==> src/hw/dram_pkg.sv <==
/*
 Shared types and constants for the memory command and data path.
 Assumes one clock domain in the device; pins arrive unsynchronised.
*/
package dram_pkg;

   localparam int ADDR_W = 22;
   localparam int BANK_W = 3;
   localparam int DATA_W = 18;
   localparam int MUX_LINES = 11;
   localparam int PIPE_LEN = 8;
   localparam int DLL_LOCK_CYCLES = 1024;
   localparam int CODE_W = 6;
   localparam logic [CODE_W-1:0] CODE_INTERNAL_50 = 6'h20;

   // Mode word field positions
   localparam int MODE_CFG_LSB = 0;
   localparam int MODE_BL_LSB = 3;
   localparam int MODE_MUX_BIT = 5;
   localparam int MODE_DLL_BIT = 7;
   localparam int MODE_IMP_BIT = 8;
   localparam int MODE_ODT_BIT = 9;

   // Burst length codes
   localparam logic [1:0] BL_CODE_2 = 2'h0;
   localparam logic [1:0] BL_CODE_4 = 2'h1;

   // Address bit carried on each ball in the two halves
   localparam int FIRST_MAP [MUX_LINES] = '{0, 3, 4, 5, 8, 9, 10, 13, 14, 17, 18};
   localparam int SECOND_MAP [MUX_LINES] = '{20, 1, 2, 21, 6, 7, 19, 11, 12, 16, 15};

   typedef enum logic [2:0] {K_NONE, K_MRS, K_READ, K_WRITE, K_REF} cmd_kind_t;

   typedef struct packed {
      logic cs_n;
      logic we_n;
      logic ref_n;
      logic [BANK_W-1:0] bank;
      logic [ADDR_W-1:0] addr;
   } cmd_t;

   typedef struct packed {
      logic on_die_termination;
      logic imp;
      logic dll;
      logic mux;
      logic [1:0] bl;
      logic [2:0] cfg;
   } mode_t;

   localparam mode_t MODE_RESET = '{on_die_termination: 1'b0, imp: 1'b0, dll: 1'b0, mux: 1'b0, bl: 2'h0, cfg: 3'h0};

   typedef struct packed {
      logic mask;
      logic [DATA_W-1:0] data;
   } beat_t;

   typedef struct packed {
      logic valid;
      logic [BANK_W-1:0] bank;
      logic [ADDR_W-1:0] addr;
   } pipe_t;

   function automatic cmd_kind_t cmd_kind(input cmd_t c);
      cmd_kind_t k;
      k = K_NONE;
      if (!c.cs_n) begin
         case ({c.we_n, c.ref_n})
            2'b00: k = K_MRS;
            2'b11: k = K_READ;
            2'b01: k = K_WRITE;
            2'b10: k = K_REF;
            default: k = K_NONE;
         endcase
      end
      return k;
   endfunction

   function automatic logic [3:0] read_latency(input logic [2:0] cfg);
      logic [3:0] rl;
      case (cfg)
         3'h2: rl = 4'h6;
         3'h3: rl = 4'h8;
         3'h4: rl = 4'h3;
         3'h5: rl = 4'h5;
         default: rl = 4'h4;
      endcase
      return rl;
   endfunction

   function automatic logic [3:0] burst_beats(input logic [1:0] bl);
      return (bl == BL_CODE_2) ? 4'h2 : (bl == BL_CODE_4) ? 4'h4 : 4'h8;
   endfunction

endpackage

==> src/hw/dram_cmd_datapath.sv <==
/*
 Device side command decode, address handling and read/write bursts.
 Assumes controller pins are asynchronous to mclk_in and are sampled twice.
 // Operation
 // - Address width follows burst length and organisation
 // - Loop control powers up low, loop disabled
 // - External matching samples resistor, updates transparently
 // - Internal 50 ohm impedance, still recalibrated
 // - Multiplexed address: two halves, eleven lines
 // - Refresh takes one cycle, even multiplexed
 // - Fixed bit mapping of both address halves
 // - Terminate data and mask pins only
 // - Read data termination off while driving
 // - Deselect starts nothing, cancels nothing
 // - Read: select low, write, refresh high
 // - Read data after programmed read latency
 // - Valid flag rises before first beat
 // - Flag drops on last beat, pins float
 // - Output clock free-running, back-to-back reads
 // - Write: select, write low, refresh high
 // - Write data one cycle after read latency
 // - Masked beats leave memory unchanged
 // - Multiplexed mode adds one latency cycle
*/
`timescale 1ns/1ps
module dram_cmd_datapath #(
   parameter bit ORG_X18 = 1'b1,
   parameter int MEM_AW = 8,
   parameter int FIFO_DEPTH = 4,
   parameter int CAL_PERIOD = 256
) (
   input wire logic mclk_in,
   input wire logic rst_in,
   input wire logic clk_en_in,
   input wire logic chip_sel_n_in,
   input wire logic write_en_n_in,
   input wire logic refresh_n_in,
   input wire logic [dram_pkg::BANK_W-1:0] bank_in,
   input wire logic [dram_pkg::ADDR_W-1:0] addr_in,
   input wire logic [dram_pkg::DATA_W-1:0] write_data_in,
   input wire logic data_mask_in,
   input wire logic write_data_clock_in,
   input wire logic impedance_ref_pin_in,
   input wire logic internal_ref_cmp_in,
   output logic [dram_pkg::DATA_W-1:0] read_data_out,
   output logic read_data_oe_n_out,
   output logic read_valid_flag_out,
   output logic read_data_clock_out,
   output logic read_data_clock_n_out,
   output logic read_term_en_out,
   output logic write_term_en_out,
   output logic dll_locked_out,
   output logic mux_mode_out,
   output logic impedance_ext_out,
   output logic [dram_pkg::CODE_W-1:0] impedance_code_out,
   output logic refresh_pulse_out,
   output logic write_overrun_out
);
   import dram_pkg::*;

   generate
      if (MEM_AW < 1 || MEM_AW > 25) begin : g_bad_mem
         $error("dram_cmd_datapath memory address width out of range");
      end
   endgenerate

   typedef enum logic {PH_FIRST, PH_SECOND} phase_t;

   typedef struct packed {
      cmd_t c1;
      cmd_t c2;
      logic wck1;
      logic wck2;
      logic wck3;
      beat_t b1;
      beat_t b2;
      phase_t ph;
      cmd_kind_t pend;
      logic [BANK_W-1:0] pbank;
      logic [ADDR_W-1:0] pfirst;
      mode_t mode;
      logic [10:0] dll_cnt;
      logic dll_lock;
      pipe_t [PIPE_LEN-1:0] rp;
      pipe_t [PIPE_LEN-1:0] wp;
      logic r_act;
      logic [3:0] r_cnt;
      pipe_t r_cur;
      logic w_act;
      logic [3:0] w_cnt;
      pipe_t w_cur;
      beat_t hold;
      logic hold_v;
      logic overrun;
      logic [DATA_W-1:0] rdata;
      logic rd_oe_n;
      logic rvalid;
      logic qclk;
      logic qclk_n;
      logic rterm;
      logic wterm;
      logic ref_pulse;
   } state_t;

   state_t s_q;
   state_t s_d;
   logic [DATA_W-1:0] mem [2**MEM_AW];
   logic mem_we;
   logic [MEM_AW-1:0] mem_widx;
   logic [DATA_W-1:0] mem_wdata;
   logic f_in_ready;
   logic f_out_valid;
   beat_t f_out;
   logic [CODE_W-1:0] cal_code;

   function automatic logic [ADDR_W-1:0] addr_mask(input logic [1:0] bl, input logic x18);
      logic [ADDR_W-1:0] m;
      int w;
      w = ADDR_W - ((bl == BL_CODE_2) ? 0 : (bl == BL_CODE_4) ? 1 : 2) - (x18 ? 1 : 0);
      for (int i = 0; i < ADDR_W; i++) begin
         m[i] = (i < w);
      end
      return m;
   endfunction

   function automatic logic [ADDR_W-1:0] mux_join(input logic [ADDR_W-1:0] first,
                                                  input logic [ADDR_W-1:0] second);
      logic [ADDR_W-1:0] a;
      a = '0;
      for (int i = 0; i < MUX_LINES; i++) begin
         a[FIRST_MAP[i]] = first[FIRST_MAP[i]];
         a[SECOND_MAP[i]] = second[FIRST_MAP[i]];
      end
      return a;
   endfunction

   function automatic logic [MEM_AW-1:0] mem_index(input pipe_t p, input logic [3:0] beat);
      logic [24:0] sum;
      sum = {p.bank, p.addr} + 25'(beat);
      return sum[MEM_AW-1:0];
   endfunction

   beat_fifo #(
      .WIDTH($bits(beat_t)),
      .DEPTH(FIFO_DEPTH)
   ) u_fifo (
      .clk_in(mclk_in),
      .rst_in(rst_in),
      .clk_en_in(clk_en_in),
      .in_valid_in(s_q.hold_v),
      .in_data_in(s_q.hold),
      .in_ready_out(f_in_ready),
      .out_valid_out(f_out_valid),
      .out_ready_in(s_q.w_act),
      .out_data_out(f_out)
   );

   impedance_cal #(
      .CAL_PERIOD(CAL_PERIOD)
   ) u_cal (
      .clk_in(mclk_in),
      .rst_in(rst_in),
      .clk_en_in(clk_en_in),
      .ext_en_in(s_q.mode.imp),
      .ext_cmp_in(impedance_ref_pin_in),
      .int_cmp_in(internal_ref_cmp_in),
      .code_out(cal_code)
   );

   always_comb begin
      cmd_kind_t kind;
      logic iss_v;
      logic iss_wr;
      pipe_t ent;
      logic ms_v;
      logic [ADDR_W-1:0] ms_word;
      logic [ADDR_W-1:0] full;
      logic [3:0] bl;
      logic [3:0] rl;
      logic beat_v;
      logic [3:0] beat_i;
      pipe_t rsrc;
      logic edge_w;
      mode_t nm;

      s_d = s_q;
      kind = cmd_kind(s_q.c2);
      iss_v = 1'b0;
      iss_wr = 1'b0;
      ent = '0;
      ms_v = 1'b0;
      ms_word = '0;
      full = '0;
      bl = burst_beats(s_q.mode.bl);
      rl = read_latency(s_q.mode.cfg);
      beat_v = 1'b0;
      beat_i = '0;
      rsrc = s_q.r_cur;
      edge_w = s_q.wck2 && !s_q.wck3;
      nm = s_q.mode;
      mem_we = 1'b0;
      mem_widx = '0;
      mem_wdata = '0;

      // Two-stage pin sampling
      s_d.c1 = '{cs_n: chip_sel_n_in, we_n: write_en_n_in, ref_n: refresh_n_in,
                 bank: bank_in, addr: addr_in};
      s_d.c2 = s_q.c1;
      s_d.wck1 = write_data_clock_in;
      s_d.wck2 = s_q.wck1;
      s_d.wck3 = s_q.wck2;
      s_d.b1 = '{mask: data_mask_in, data: write_data_in};
      s_d.b2 = s_q.b1;
      s_d.ref_pulse = 1'b0;

      // Pending bursts keep moving
      s_d.rp = {pipe_t'('0), s_q.rp[PIPE_LEN-1:1]};
      s_d.wp = {pipe_t'('0), s_q.wp[PIPE_LEN-1:1]};

      case (s_q.ph)
         PH_FIRST: begin
            case (kind)
               K_READ, K_WRITE: begin
                  if (s_q.mode.mux) begin
                     s_d.ph = PH_SECOND;
                     s_d.pend = kind;
                     s_d.pbank = s_q.c2.bank;
                     s_d.pfirst = s_q.c2.addr;
                  end else begin
                     iss_v = 1'b1;
                     iss_wr = (kind == K_WRITE);
                     ent.bank = s_q.c2.bank;
                     ent.addr = s_q.c2.addr;
                  end
               end
               K_MRS: begin
                  if (s_q.mode.mux) begin
                     s_d.ph = PH_SECOND;
                     s_d.pend = K_MRS;
                     s_d.pfirst = s_q.c2.addr;
                  end else begin
                     ms_v = 1'b1;
                     ms_word = s_q.c2.addr;
                  end
               end
               K_REF: begin
                  s_d.ref_pulse = 1'b1;
               end
               default: begin
               end
            endcase
         end
         PH_SECOND: begin
            // Second half, strobes ignored
            full = mux_join(s_q.pfirst, s_q.c2.addr);
            s_d.ph = PH_FIRST;
            if (s_q.pend == K_MRS) begin
               ms_v = 1'b1;
               ms_word = full;
            end else begin
               iss_v = 1'b1;
               iss_wr = (s_q.pend == K_WRITE);
               ent.bank = s_q.pbank;
               ent.addr = full;
            end
         end
         default: begin
            s_d.ph = PH_FIRST;
         end
      endcase

      // Mux issue lands one cycle later
      if (iss_v) begin
         ent.valid = 1'b1;
         ent.addr = ent.addr & addr_mask(s_q.mode.bl, ORG_X18);
         if (iss_wr) begin
            s_d.wp[rl - 4'h1] = ent;
         end else begin
            s_d.rp[rl - 4'h2] = ent;
         end
      end

      // Loop lock counter and mode word load
      if (s_q.dll_cnt != '0) begin
         s_d.dll_cnt = s_q.dll_cnt - 11'h001;
         if (s_q.dll_cnt == 11'h001) begin
            s_d.dll_lock = 1'b1;
         end
      end
      if (ms_v) begin
         nm.cfg = ms_word[MODE_CFG_LSB +: 3];
         nm.bl = ms_word[MODE_BL_LSB +: 2];
         nm.mux = ms_word[MODE_MUX_BIT];
         nm.dll = ms_word[MODE_DLL_BIT];
         nm.imp = ms_word[MODE_IMP_BIT];
         nm.on_die_termination = ms_word[MODE_ODT_BIT];
         s_d.mode = nm;
         if (!nm.dll) begin
            s_d.dll_lock = 1'b0;
            s_d.dll_cnt = '0;
         end else if (!s_q.mode.dll) begin
            s_d.dll_lock = 1'b0;
            s_d.dll_cnt = 11'(DLL_LOCK_CYCLES);
         end
      end

      // Read burst engine
      if (s_q.rp[0].valid) begin
         s_d.r_act = 1'b1;
         s_d.r_cur = s_q.rp[0];
         s_d.r_cnt = 4'h1;
         rsrc = s_q.rp[0];
         beat_v = 1'b1;
      end else if (s_q.r_act && s_q.r_cnt < bl) begin
         beat_i = s_q.r_cnt;
         s_d.r_cnt = s_q.r_cnt + 4'h1;
         beat_v = 1'b1;
      end else begin
         s_d.r_act = 1'b0;
      end
      if (beat_v) begin
         s_d.rdata = mem[mem_index(rsrc, beat_i)];
      end
      s_d.rd_oe_n = !beat_v;
      s_d.rvalid = s_q.rp[1].valid || (beat_v && beat_i != bl - 4'h1);
      s_d.qclk = !s_q.qclk;
      s_d.qclk_n = s_q.qclk;
      s_d.rterm = nm.on_die_termination && !beat_v;
      s_d.wterm = nm.on_die_termination;

      // Write beat capture
      if (s_q.hold_v && f_in_ready) begin
         s_d.hold_v = 1'b0;
      end
      if (edge_w) begin
         if (s_d.hold_v) begin
            s_d.overrun = 1'b1;
         end else begin
            s_d.hold = s_q.b2;
            s_d.hold_v = 1'b1;
         end
      end

      // Write burst engine
      if (s_q.w_act && f_out_valid) begin
         mem_we = !f_out.mask;
         mem_widx = mem_index(s_q.w_cur, s_q.w_cnt);
         mem_wdata = f_out.data;
         s_d.w_cnt = s_q.w_cnt + 4'h1;
         if (s_q.w_cnt == bl - 4'h1) begin
            s_d.w_act = 1'b0;
         end
      end
      if (s_q.wp[0].valid) begin
         s_d.w_act = 1'b1;
         s_d.w_cur = s_q.wp[0];
         s_d.w_cnt = '0;
      end
   end

   always_ff @(posedge mclk_in) begin
      if (rst_in) begin
         s_q <= '0;
         s_q.c1.cs_n <= 1'b1;
         s_q.c2.cs_n <= 1'b1;
         s_q.ph <= PH_FIRST;
         s_q.pend <= K_NONE;
         s_q.mode <= MODE_RESET;
         s_q.rd_oe_n <= 1'b1;
         s_q.qclk_n <= 1'b1;
      end else if (clk_en_in) begin
         s_q <= s_d;
      end
   end

   always_ff @(posedge mclk_in) begin
      if (clk_en_in && mem_we) begin
         mem[mem_widx] <= mem_wdata;
      end
   end

   assign read_data_out = s_q.rdata;
   assign read_data_oe_n_out = s_q.rd_oe_n;
   assign read_valid_flag_out = s_q.rvalid;
   assign read_data_clock_out = s_q.qclk;
   assign read_data_clock_n_out = s_q.qclk_n;
   assign read_term_en_out = s_q.rterm;
   assign write_term_en_out = s_q.wterm;
   assign dll_locked_out = s_q.dll_lock;
   assign mux_mode_out = s_q.mode.mux;
   assign impedance_ext_out = s_q.mode.imp;
   assign impedance_code_out = cal_code;
   assign refresh_pulse_out = s_q.ref_pulse;
   assign write_overrun_out = s_q.overrun;
endmodule

==> src/hw/beat_fifo.sv <==
/*
 Small synchronous FIFO with valid/ready on both sides.
 Assumes both sides run on the same clock and clock enable.
*/
`timescale 1ns/1ps
module beat_fifo #(
   parameter int WIDTH = 19,
   parameter int DEPTH = 4
) (
   input wire logic clk_in,
   input wire logic rst_in,
   input wire logic clk_en_in,
   input wire logic in_valid_in,
   input wire logic [WIDTH-1:0] in_data_in,
   output logic in_ready_out,
   output logic out_valid_out,
   input wire logic out_ready_in,
   output logic [WIDTH-1:0] out_data_out
);
   localparam int PW = (DEPTH > 1) ? $clog2(DEPTH) : 1;

   generate
      if (DEPTH < 2 || (DEPTH & (DEPTH - 1)) != 0) begin : g_bad_depth
         $error("beat_fifo depth must be a power of two of at least 2");
      end
   endgenerate

   typedef struct packed {
      logic [PW:0] wr;
      logic [PW:0] rd;
   } fifo_state_t;

   fifo_state_t s_q;
   fifo_state_t s_d;
   logic [WIDTH-1:0] mem [DEPTH];
   logic push;
   logic pop;
   logic full;
   logic empty;

   assign full = (s_q.wr[PW] != s_q.rd[PW]) && (s_q.wr[PW-1:0] == s_q.rd[PW-1:0]);
   assign empty = (s_q.wr == s_q.rd);
   assign push = in_valid_in && !full;
   assign pop = out_ready_in && !empty;
   assign in_ready_out = !full;
   assign out_valid_out = !empty;
   assign out_data_out = mem[s_q.rd[PW-1:0]];

   always_comb begin
      s_d = s_q;
      if (push) begin
         s_d.wr = s_q.wr + 1'b1;
      end
      if (pop) begin
         s_d.rd = s_q.rd + 1'b1;
      end
   end

   always_ff @(posedge clk_in) begin
      if (rst_in) begin
         s_q <= '0;
      end else if (clk_en_in) begin
         s_q <= s_d;
      end
   end

   always_ff @(posedge clk_in) begin
      if (clk_en_in && push) begin
         mem[s_q.wr[PW-1:0]] <= in_data_in;
      end
   end
endmodule

==> src/hw/impedance_cal.sv <==
/*
 Periodic output impedance calibration, external resistor or internal target.
 Assumes comparator levels arrive from outside the clock domain.
*/
`timescale 1ns/1ps
module impedance_cal #(
   parameter int CAL_PERIOD = 256
) (
   input wire logic clk_in,
   input wire logic rst_in,
   input wire logic clk_en_in,
   input wire logic ext_en_in,
   input wire logic ext_cmp_in,
   input wire logic int_cmp_in,
   output logic [dram_pkg::CODE_W-1:0] code_out
);
   import dram_pkg::*;

   generate
      if (CAL_PERIOD < 2 || CAL_PERIOD > 65535) begin : g_bad_period
         $error("impedance_cal period out of range");
      end
   endgenerate

   typedef struct packed {
      logic e1;
      logic e2;
      logic i1;
      logic i2;
      logic [15:0] cnt;
      logic [CODE_W-1:0] work;
      logic [CODE_W-1:0] live;
   } cal_state_t;

   cal_state_t s_q;
   cal_state_t s_d;
   logic cmp;

   always_comb begin
      s_d = s_q;
      s_d.e1 = ext_cmp_in;
      s_d.e2 = s_q.e1;
      s_d.i1 = int_cmp_in;
      s_d.i2 = s_q.i1;
      cmp = ext_en_in ? s_q.e2 : s_q.i2;
      if (s_q.cnt == 16'(CAL_PERIOD - 1)) begin
         s_d.cnt = '0;
         // Step code, publish previous
         if (cmp && s_q.work != '1) begin
            s_d.work = s_q.work + 1'b1;
         end else if (!cmp && s_q.work != '0) begin
            s_d.work = s_q.work - 1'b1;
         end
         s_d.live = s_q.work;
      end else begin
         s_d.cnt = s_q.cnt + 16'h0001;
      end
   end

   always_ff @(posedge clk_in) begin
      if (rst_in) begin
         s_q <= '{e1: 1'b0, e2: 1'b0, i1: 1'b0, i2: 1'b0, cnt: 16'h0000,
                  work: CODE_INTERNAL_50, live: CODE_INTERNAL_50};
      end else if (clk_en_in) begin
         s_q <= s_d;
      end
   end

   assign code_out = s_q.live;
endmodule

==> config.mk <==
export PLATFORM = sky130hd
export DESIGN_NAME = dram_cmd_datapath
export DESIGN_NICKNAME = d
export VERILOG_FILES = /design/src/hw/dram_pkg.sv /design/src/hw/dram_cmd_datapath.sv /design/src/hw/beat_fifo.sv /design/src/hw/impedance_cal.sv
export SDC_FILE = /design/constraint.sdc
export NUM_CORES = 2
export LEC_CHECK = 0
export BUFFER_PORTS_ARGS = -buffer_cell sky130_fd_sc_hd__buf_2
export CORE_UTILIZATION = 50
export DETAILED_ROUTE_END_ITERATION = 10
export GPL_TIMING_DRIVEN = 0
export HOLD_SLACK_MARGIN = 0.15
export PLACE_DENSITY = 0.62
export SLEW_MARGIN = 20
export SYNTH_ARGS = -nofsm -noshare
export SYNTH_HDL_FRONTEND = slang
export SYNTH_MEMORY_MAX_BITS = 65536
export SYNTH_SLANG_ARGS = --single-unit
==> constraint.sdc <==
create_clock -name mclk_in -period 12.15 [get_ports mclk_in]
set_input_delay 0 -clock mclk_in [delete_from_list [all_inputs] [get_ports mclk_in]]
set_output_delay 0 -clock mclk_in [all_outputs]
set_load 0.01 [all_outputs]
==> tab_implementation.tex <==
\begin{tabular}{lr}
\hline
Metric & Value \\
\hline
\multicolumn{2}{l}{\textbf{Global routing}} \\
\quad Number of global-route vias before repair & around 100k \\
\quad Antenna violations before repair & 51 \\
\quad Sum of overflow across all layers after global routing & 0 \\
\quad Total routing resource utilization after global routing & 31.9\% \\
\quad Pin count of the biggest net entering global routing & 89 \\
\quad Global-route wire length before repair & 851000 µm \\
\multicolumn{2}{l}{\textbf{Placement}} \\
\quad Count of buffers inserted at the top-level ports & 71 \\
\quad Setup WS pre-CTS & 3580 ps \\
\quad Count of placed standard cells including taps & 15500 \\
\quad Half-perimeter wire length of the detailed placement result & 435000 µm \\
\quad Standard cell area after detailed placement & 0.209 mm² \\
\quad Placer Congestion & 0.961 \\
\multicolumn{2}{l}{\textbf{Synth}} \\
\quad Yosys reg bits & 5038 \\
\quad Ranking of synthesized cells by instance count & 4684 x edfxtp\_1, 1179 x mux4\_2, 1005 x nand2\_1, 592 x nor2\_1 \\
\quad Top post-synthesis cells by area & edfxtp\_1 72\%, mux4\_2 14\%, dfxtp\_1 3.6\%, nand2\_1 1.9\%, mux2i\_1 1.5\% \\
\quad Gate count of the mapped netlist & approximately 10000 \\
\quad Cell taking the most area after synthesis & edfxtp\_1 \\
\quad Distinct cells, synth & 75 \\
\quad Leading register cell type out of synthesis & edfxtp\_1 \\
\quad Number of warnings issued by yosys & 0 \\
\quad Average size of a mapped cell & 19.4 µm² \\
\quad Cell area after synthesis & a little under 0.2 mm² \\
\quad Number of enable-type register cells in the synthesized netlist & $\sim$4700 \\
\quad Synth top area share & between 70\% and 80\% \\
\quad Synthesized Nets & 10100 \\
\quad Library cell with the highest instance count after synthesis & edfxtp\_1 \\
\quad Fraction of registers with async set or reset after synthesis & 0\% \\
\quad Share of the yosys chip area belonging to registers & between 70\% and 80\% \\
\multicolumn{2}{l}{\textbf{Power and ir drop}} \\
\quad Cell leakage power & 81.2 nW \\
\quad Power density relative to cell area & 153 mW/mm² \\
\quad Largest voltage drop on the vdd net & 0.000151 V \\
\multicolumn{2}{l}{\textbf{Route}} \\
\quad Count of vias placed by the detailed router & 108000 \\
\quad Via count normalized by instance count & 6.53 \\
\quad Initial DRT Pass Iterations & 8 \\
\quad Starting DRT DRC Count & 16900 \\
\quad Post-DR wirelength/cell & roughly 38 µm \\
\quad Post-route DRC & 0 \\
\quad Routed Antenna Nets & 0 \\
\quad Total wire length & 627000 µm \\
\multicolumn{2}{l}{\textbf{Clock network}} \\
\quad Post-CTS Hold Buffers & 73 \\
\quad Cts bufs inserted & 524 \\
\quad H-tree lvl count & 6 \\
\quad Worst-path clk slew & approximately 60 ps \\
\quad Post-CTS Setup Inserts & 0 \\
\quad Clock latency on the worst-skew pair & 1070 ps \\
\quad Buffer cell driving the clock tree root & clkbuf\_16 \\
\quad Deepest clock path buffer count & 4 \\
\quad Number of gates resized after CTS & 0 \\
\quad TritonCTS clock tree & yes \\
\quad Clock sink count & 5038 \\
\multicolumn{2}{l}{\textbf{Die}} \\
\quad Core outline area & 0.386 mm² \\
\quad Die Wd & around 630 µm \\
\quad Site Rows & between 200 and 250 \\
\quad Number of top-level pins & 88 \\
\quad Die Y-Extent & 626 µm \\
\quad DIE AREA & 0.391 mm² \\
\quad Starting Density & 50.3\% \\
\multicolumn{2}{l}{\textbf{Finish}} \\
\quad Cell area after layout & roughly 0.23 mm² \\
\quad Register Area & 0.148 mm² \\
\quad Multi-input gate area in the final layout & roughly 0.046 mm² \\
\quad Post-synthesis to final-layout area growth & 16.4\% \\
\quad Count of placed standard cells in the final layout, fillers left out & 16500 \\
\quad Number of fillers in the final layout & 28100 \\
\quad Share of final-layout standard cells stronger than drive strength 1 & around a quarter \\
\quad Nets & 11000 \\
\multicolumn{2}{l}{\textbf{Timing}} \\
\quad Worst hold margin & approximately 250 ps \\
\quad Share of the clock period used by the worst path after layout & 73.7\% \\
\quad Time the final worst path needs with I/O delays and setup & 8950 ps \\
\quad Setup violators final & 0 \\
\quad Max Clock Freq & between 0.1 and 0.15 GHz \\
\quad Sum of negative setup slack & 0 ps \\
\quad Max transition margin & roughly an eighth \\
\quad Final hold viol count & 0 \\
\quad Final worst setup slack & around 3200 ps \\
\quad Maximum clock skew at final layout & 59.7 ps \\
\quad Transition time of the tightest slew-check pin & 1320 ps \\
\quad Max-slew violation total from the final report & 0 \\
\quad Setup repair after global routing missed its margin & false \\
\multicolumn{2}{l}{\textbf{Setup path}} \\
\quad CP dominant cell by count & clkbuf\_1 \\
\quad Critical path buffers and inverters & 7 \\
\quad Crit path required time & 13100 ps \\
\quad Crit-path cells & clkbuf\_1, inv\_1, nand2\_1, ha\_1, o31a\_1, o21ai\_0, nand3b\_1, nor2\_1, and2\_1, ha\_1, inv\_1, fa\_1, buf\_2, clkbuf\_1, clkbuf\_1, clkbuf\_1, mux4\_2, mux2i\_1, a32oi\_1, a31oi\_1, nand3\_1, a32o\_1 \\
\quad Critical-path maximum fanout & 10 \\
\quad Type of the worst setup path & flip-flop to flip-flop \\
\quad Kind of launch point of the worst setup path & flip-flop \\
\quad Highest cell delay on the worst timing path & 980 ps \\
\quad Sort of element at the end of the critical path & flip-flop \\
\quad Data arrival, critical path & 9910 ps \\
\quad Category of cells accounting for the largest share of critical-path delay & buffers and inverters \\
\quad Slowest cell on the critical path & a31oi\_1 \\
\multicolumn{2}{l}{\textbf{Min path}} \\
\quad HP Class & input pin to flip-flop \\
\multicolumn{2}{l}{\textbf{Job}} \\
\quad Max-capacitance violation count & 0 \\
\multicolumn{2}{l}{\textbf{Status}} \\
\quad Run status & completed \\
\hline
\end{tabular}
final cells by class:
class	count	area share, %
Buffer	619	1.29
Antenna cell	38	0.0420
Multi-Input combinational cell	4315	20.3
Tap cell	5175	2.86
Clock buffer	670	6.19
Sequential cell	5038	65.3
Clock inverter	263	1.10
Timing Repair Buffer	386	2.90
Inverter	27	0.0448
state kept, by name, indices dropped and copies added, names as in the netlist, named ones only:
| signal | count |
|---|---|
| read_data_oe_n_out | 1 |
| s_d | 34 |
| mem | 4608 |
| dll_locked_out | 1 |
| write_term_en_out | 1 |
| u_fifo.mem | 76 |
| write_overrun_out | 1 |
| impedance_ext_out | 1 |
| u_fifo.s_q | 6 |
| u_cal.s_d | 2 |
| read_data_clock_n_out | 1 |
| s_q | 251 |
| read_term_en_out | 1 |
| read_data_clock_out | 1 |
| u_cal.s_q | 24 |
| read_data_out | 18 |
| refresh_pulse_out | 1 |
| read_valid_flag_out | 1 |
| u_cal.code_out | 6 |
| mux_mode_out | 1 |
logic make-up after synthesis:
| logic type | count (synthesis) | synth area share (%) |
|---|---|---|
| XOR/XNOR | 53 | 0.246 |
| adder cells (fa/ha/maj) | 29 | 0.198 |
| flip-flops | 5038 | 76.0 |
| buffers and inverters | 646 | 1.48 |
| AND/OR/NAND/NOR | 2040 | 4.39 |
| AO/OA/AOI/OAI | 709 | 2.44 |
| multiplexers | 1484 | 15.3 |
metal layers:
layer / wire length [µm] / part of all wire (%) / vias up / global-route usage [%]
li1: - / - / 42400 / -
met1: 228000 / 36 / 56900 / 42.3
met2: 283000 / 45 / 7095 / 48.1
met3: 76200 / 12 / 1421 / 9.09
met4: 38900 / 6.2 / 31 / 16.7
met5: 553 / 0.088 / - / 0.272
cells in the final DEF (no fill, tap or decap), types with 19 or more instances in the layout:
master and instances:
nand4_1 94, a22oi_1 35, a32oi_1 84, o21ai_0 154, nor2_2 23, and3_1 29, a221oi_1 42, inv_1 26
o211ai_1 38, dfxtp_1 354, mux4_2 1179, buf_12 102, buf_2 243, clkbuf_1 380, and2_1 19, nor3_1 21
nand2_1 991, bufinv_16 35, buf_1 29, xnor2_1 25, diode_2 38, clkbuf_2 100, buf_16 112, edfxtp_1 4684
a21oi_1 183, a31oi_1 51, a32o_1 35, clkinv_1 109, clkbuf_16 537, nor2_1 323, buf_6 21, nor2_4 247
xor2_1 24, mux2i_1 297, buf_4 60, clkinv_2 69, ha_1 26, nand3_1 207, dlygate4sd3_1 73
where the power goes:
group / switching [W] / internal (W)
logic: 0.000146 / 0.0000919
registers: 0.0000242 / 0.0187
clock network: 0.00679 / 0.00894
worst register-to-register path, cell delays in order, from the launching register on:
cell and delay [ps]:
dfxtp_1 300, clkbuf_1 410, inv_1 130, nand2_1 90, ha_1 230, o31a_1 100, o21ai_0 240, nand3b_1 230
nor2_1 240, and2_1 160, ha_1 180, inv_1 70, fa_1 510, buf_2 520, clkbuf_1 930, clkbuf_1 670
clkbuf_1 960, mux4_2 440, mux2i_1 300, a32oi_1 260, a31oi_1 980, nand3_1 490, a32o_1 400
stage by stage:
| stage | utilization, % | power [W] |
|---|---|---|
| global route | 58.6 | 0.0354 |
| detailed placement | 54.1 | 0.0193 |
| CTS | 58.5 | 0.0347 |
| floorplan | - | 0.0192 |
| global placement | 52.1 | 0.0193 |
| finish | 58.6 | 0.0347 |
path summary, 6_finish.rpt:
check | slack [ps] | from | cells past startpoint | to
min reg2reg | 450 | s_q[297] | 2 | s_q[297]
max reg2reg | 3200 | s_q[540] | 22 | read_data_out[13]
min | 250 | rst_in | 5 | s_q[214]
max | 3200 | s_q[540] | 22 | read_data_out[13]
Power figures use the tool's default switching activity.
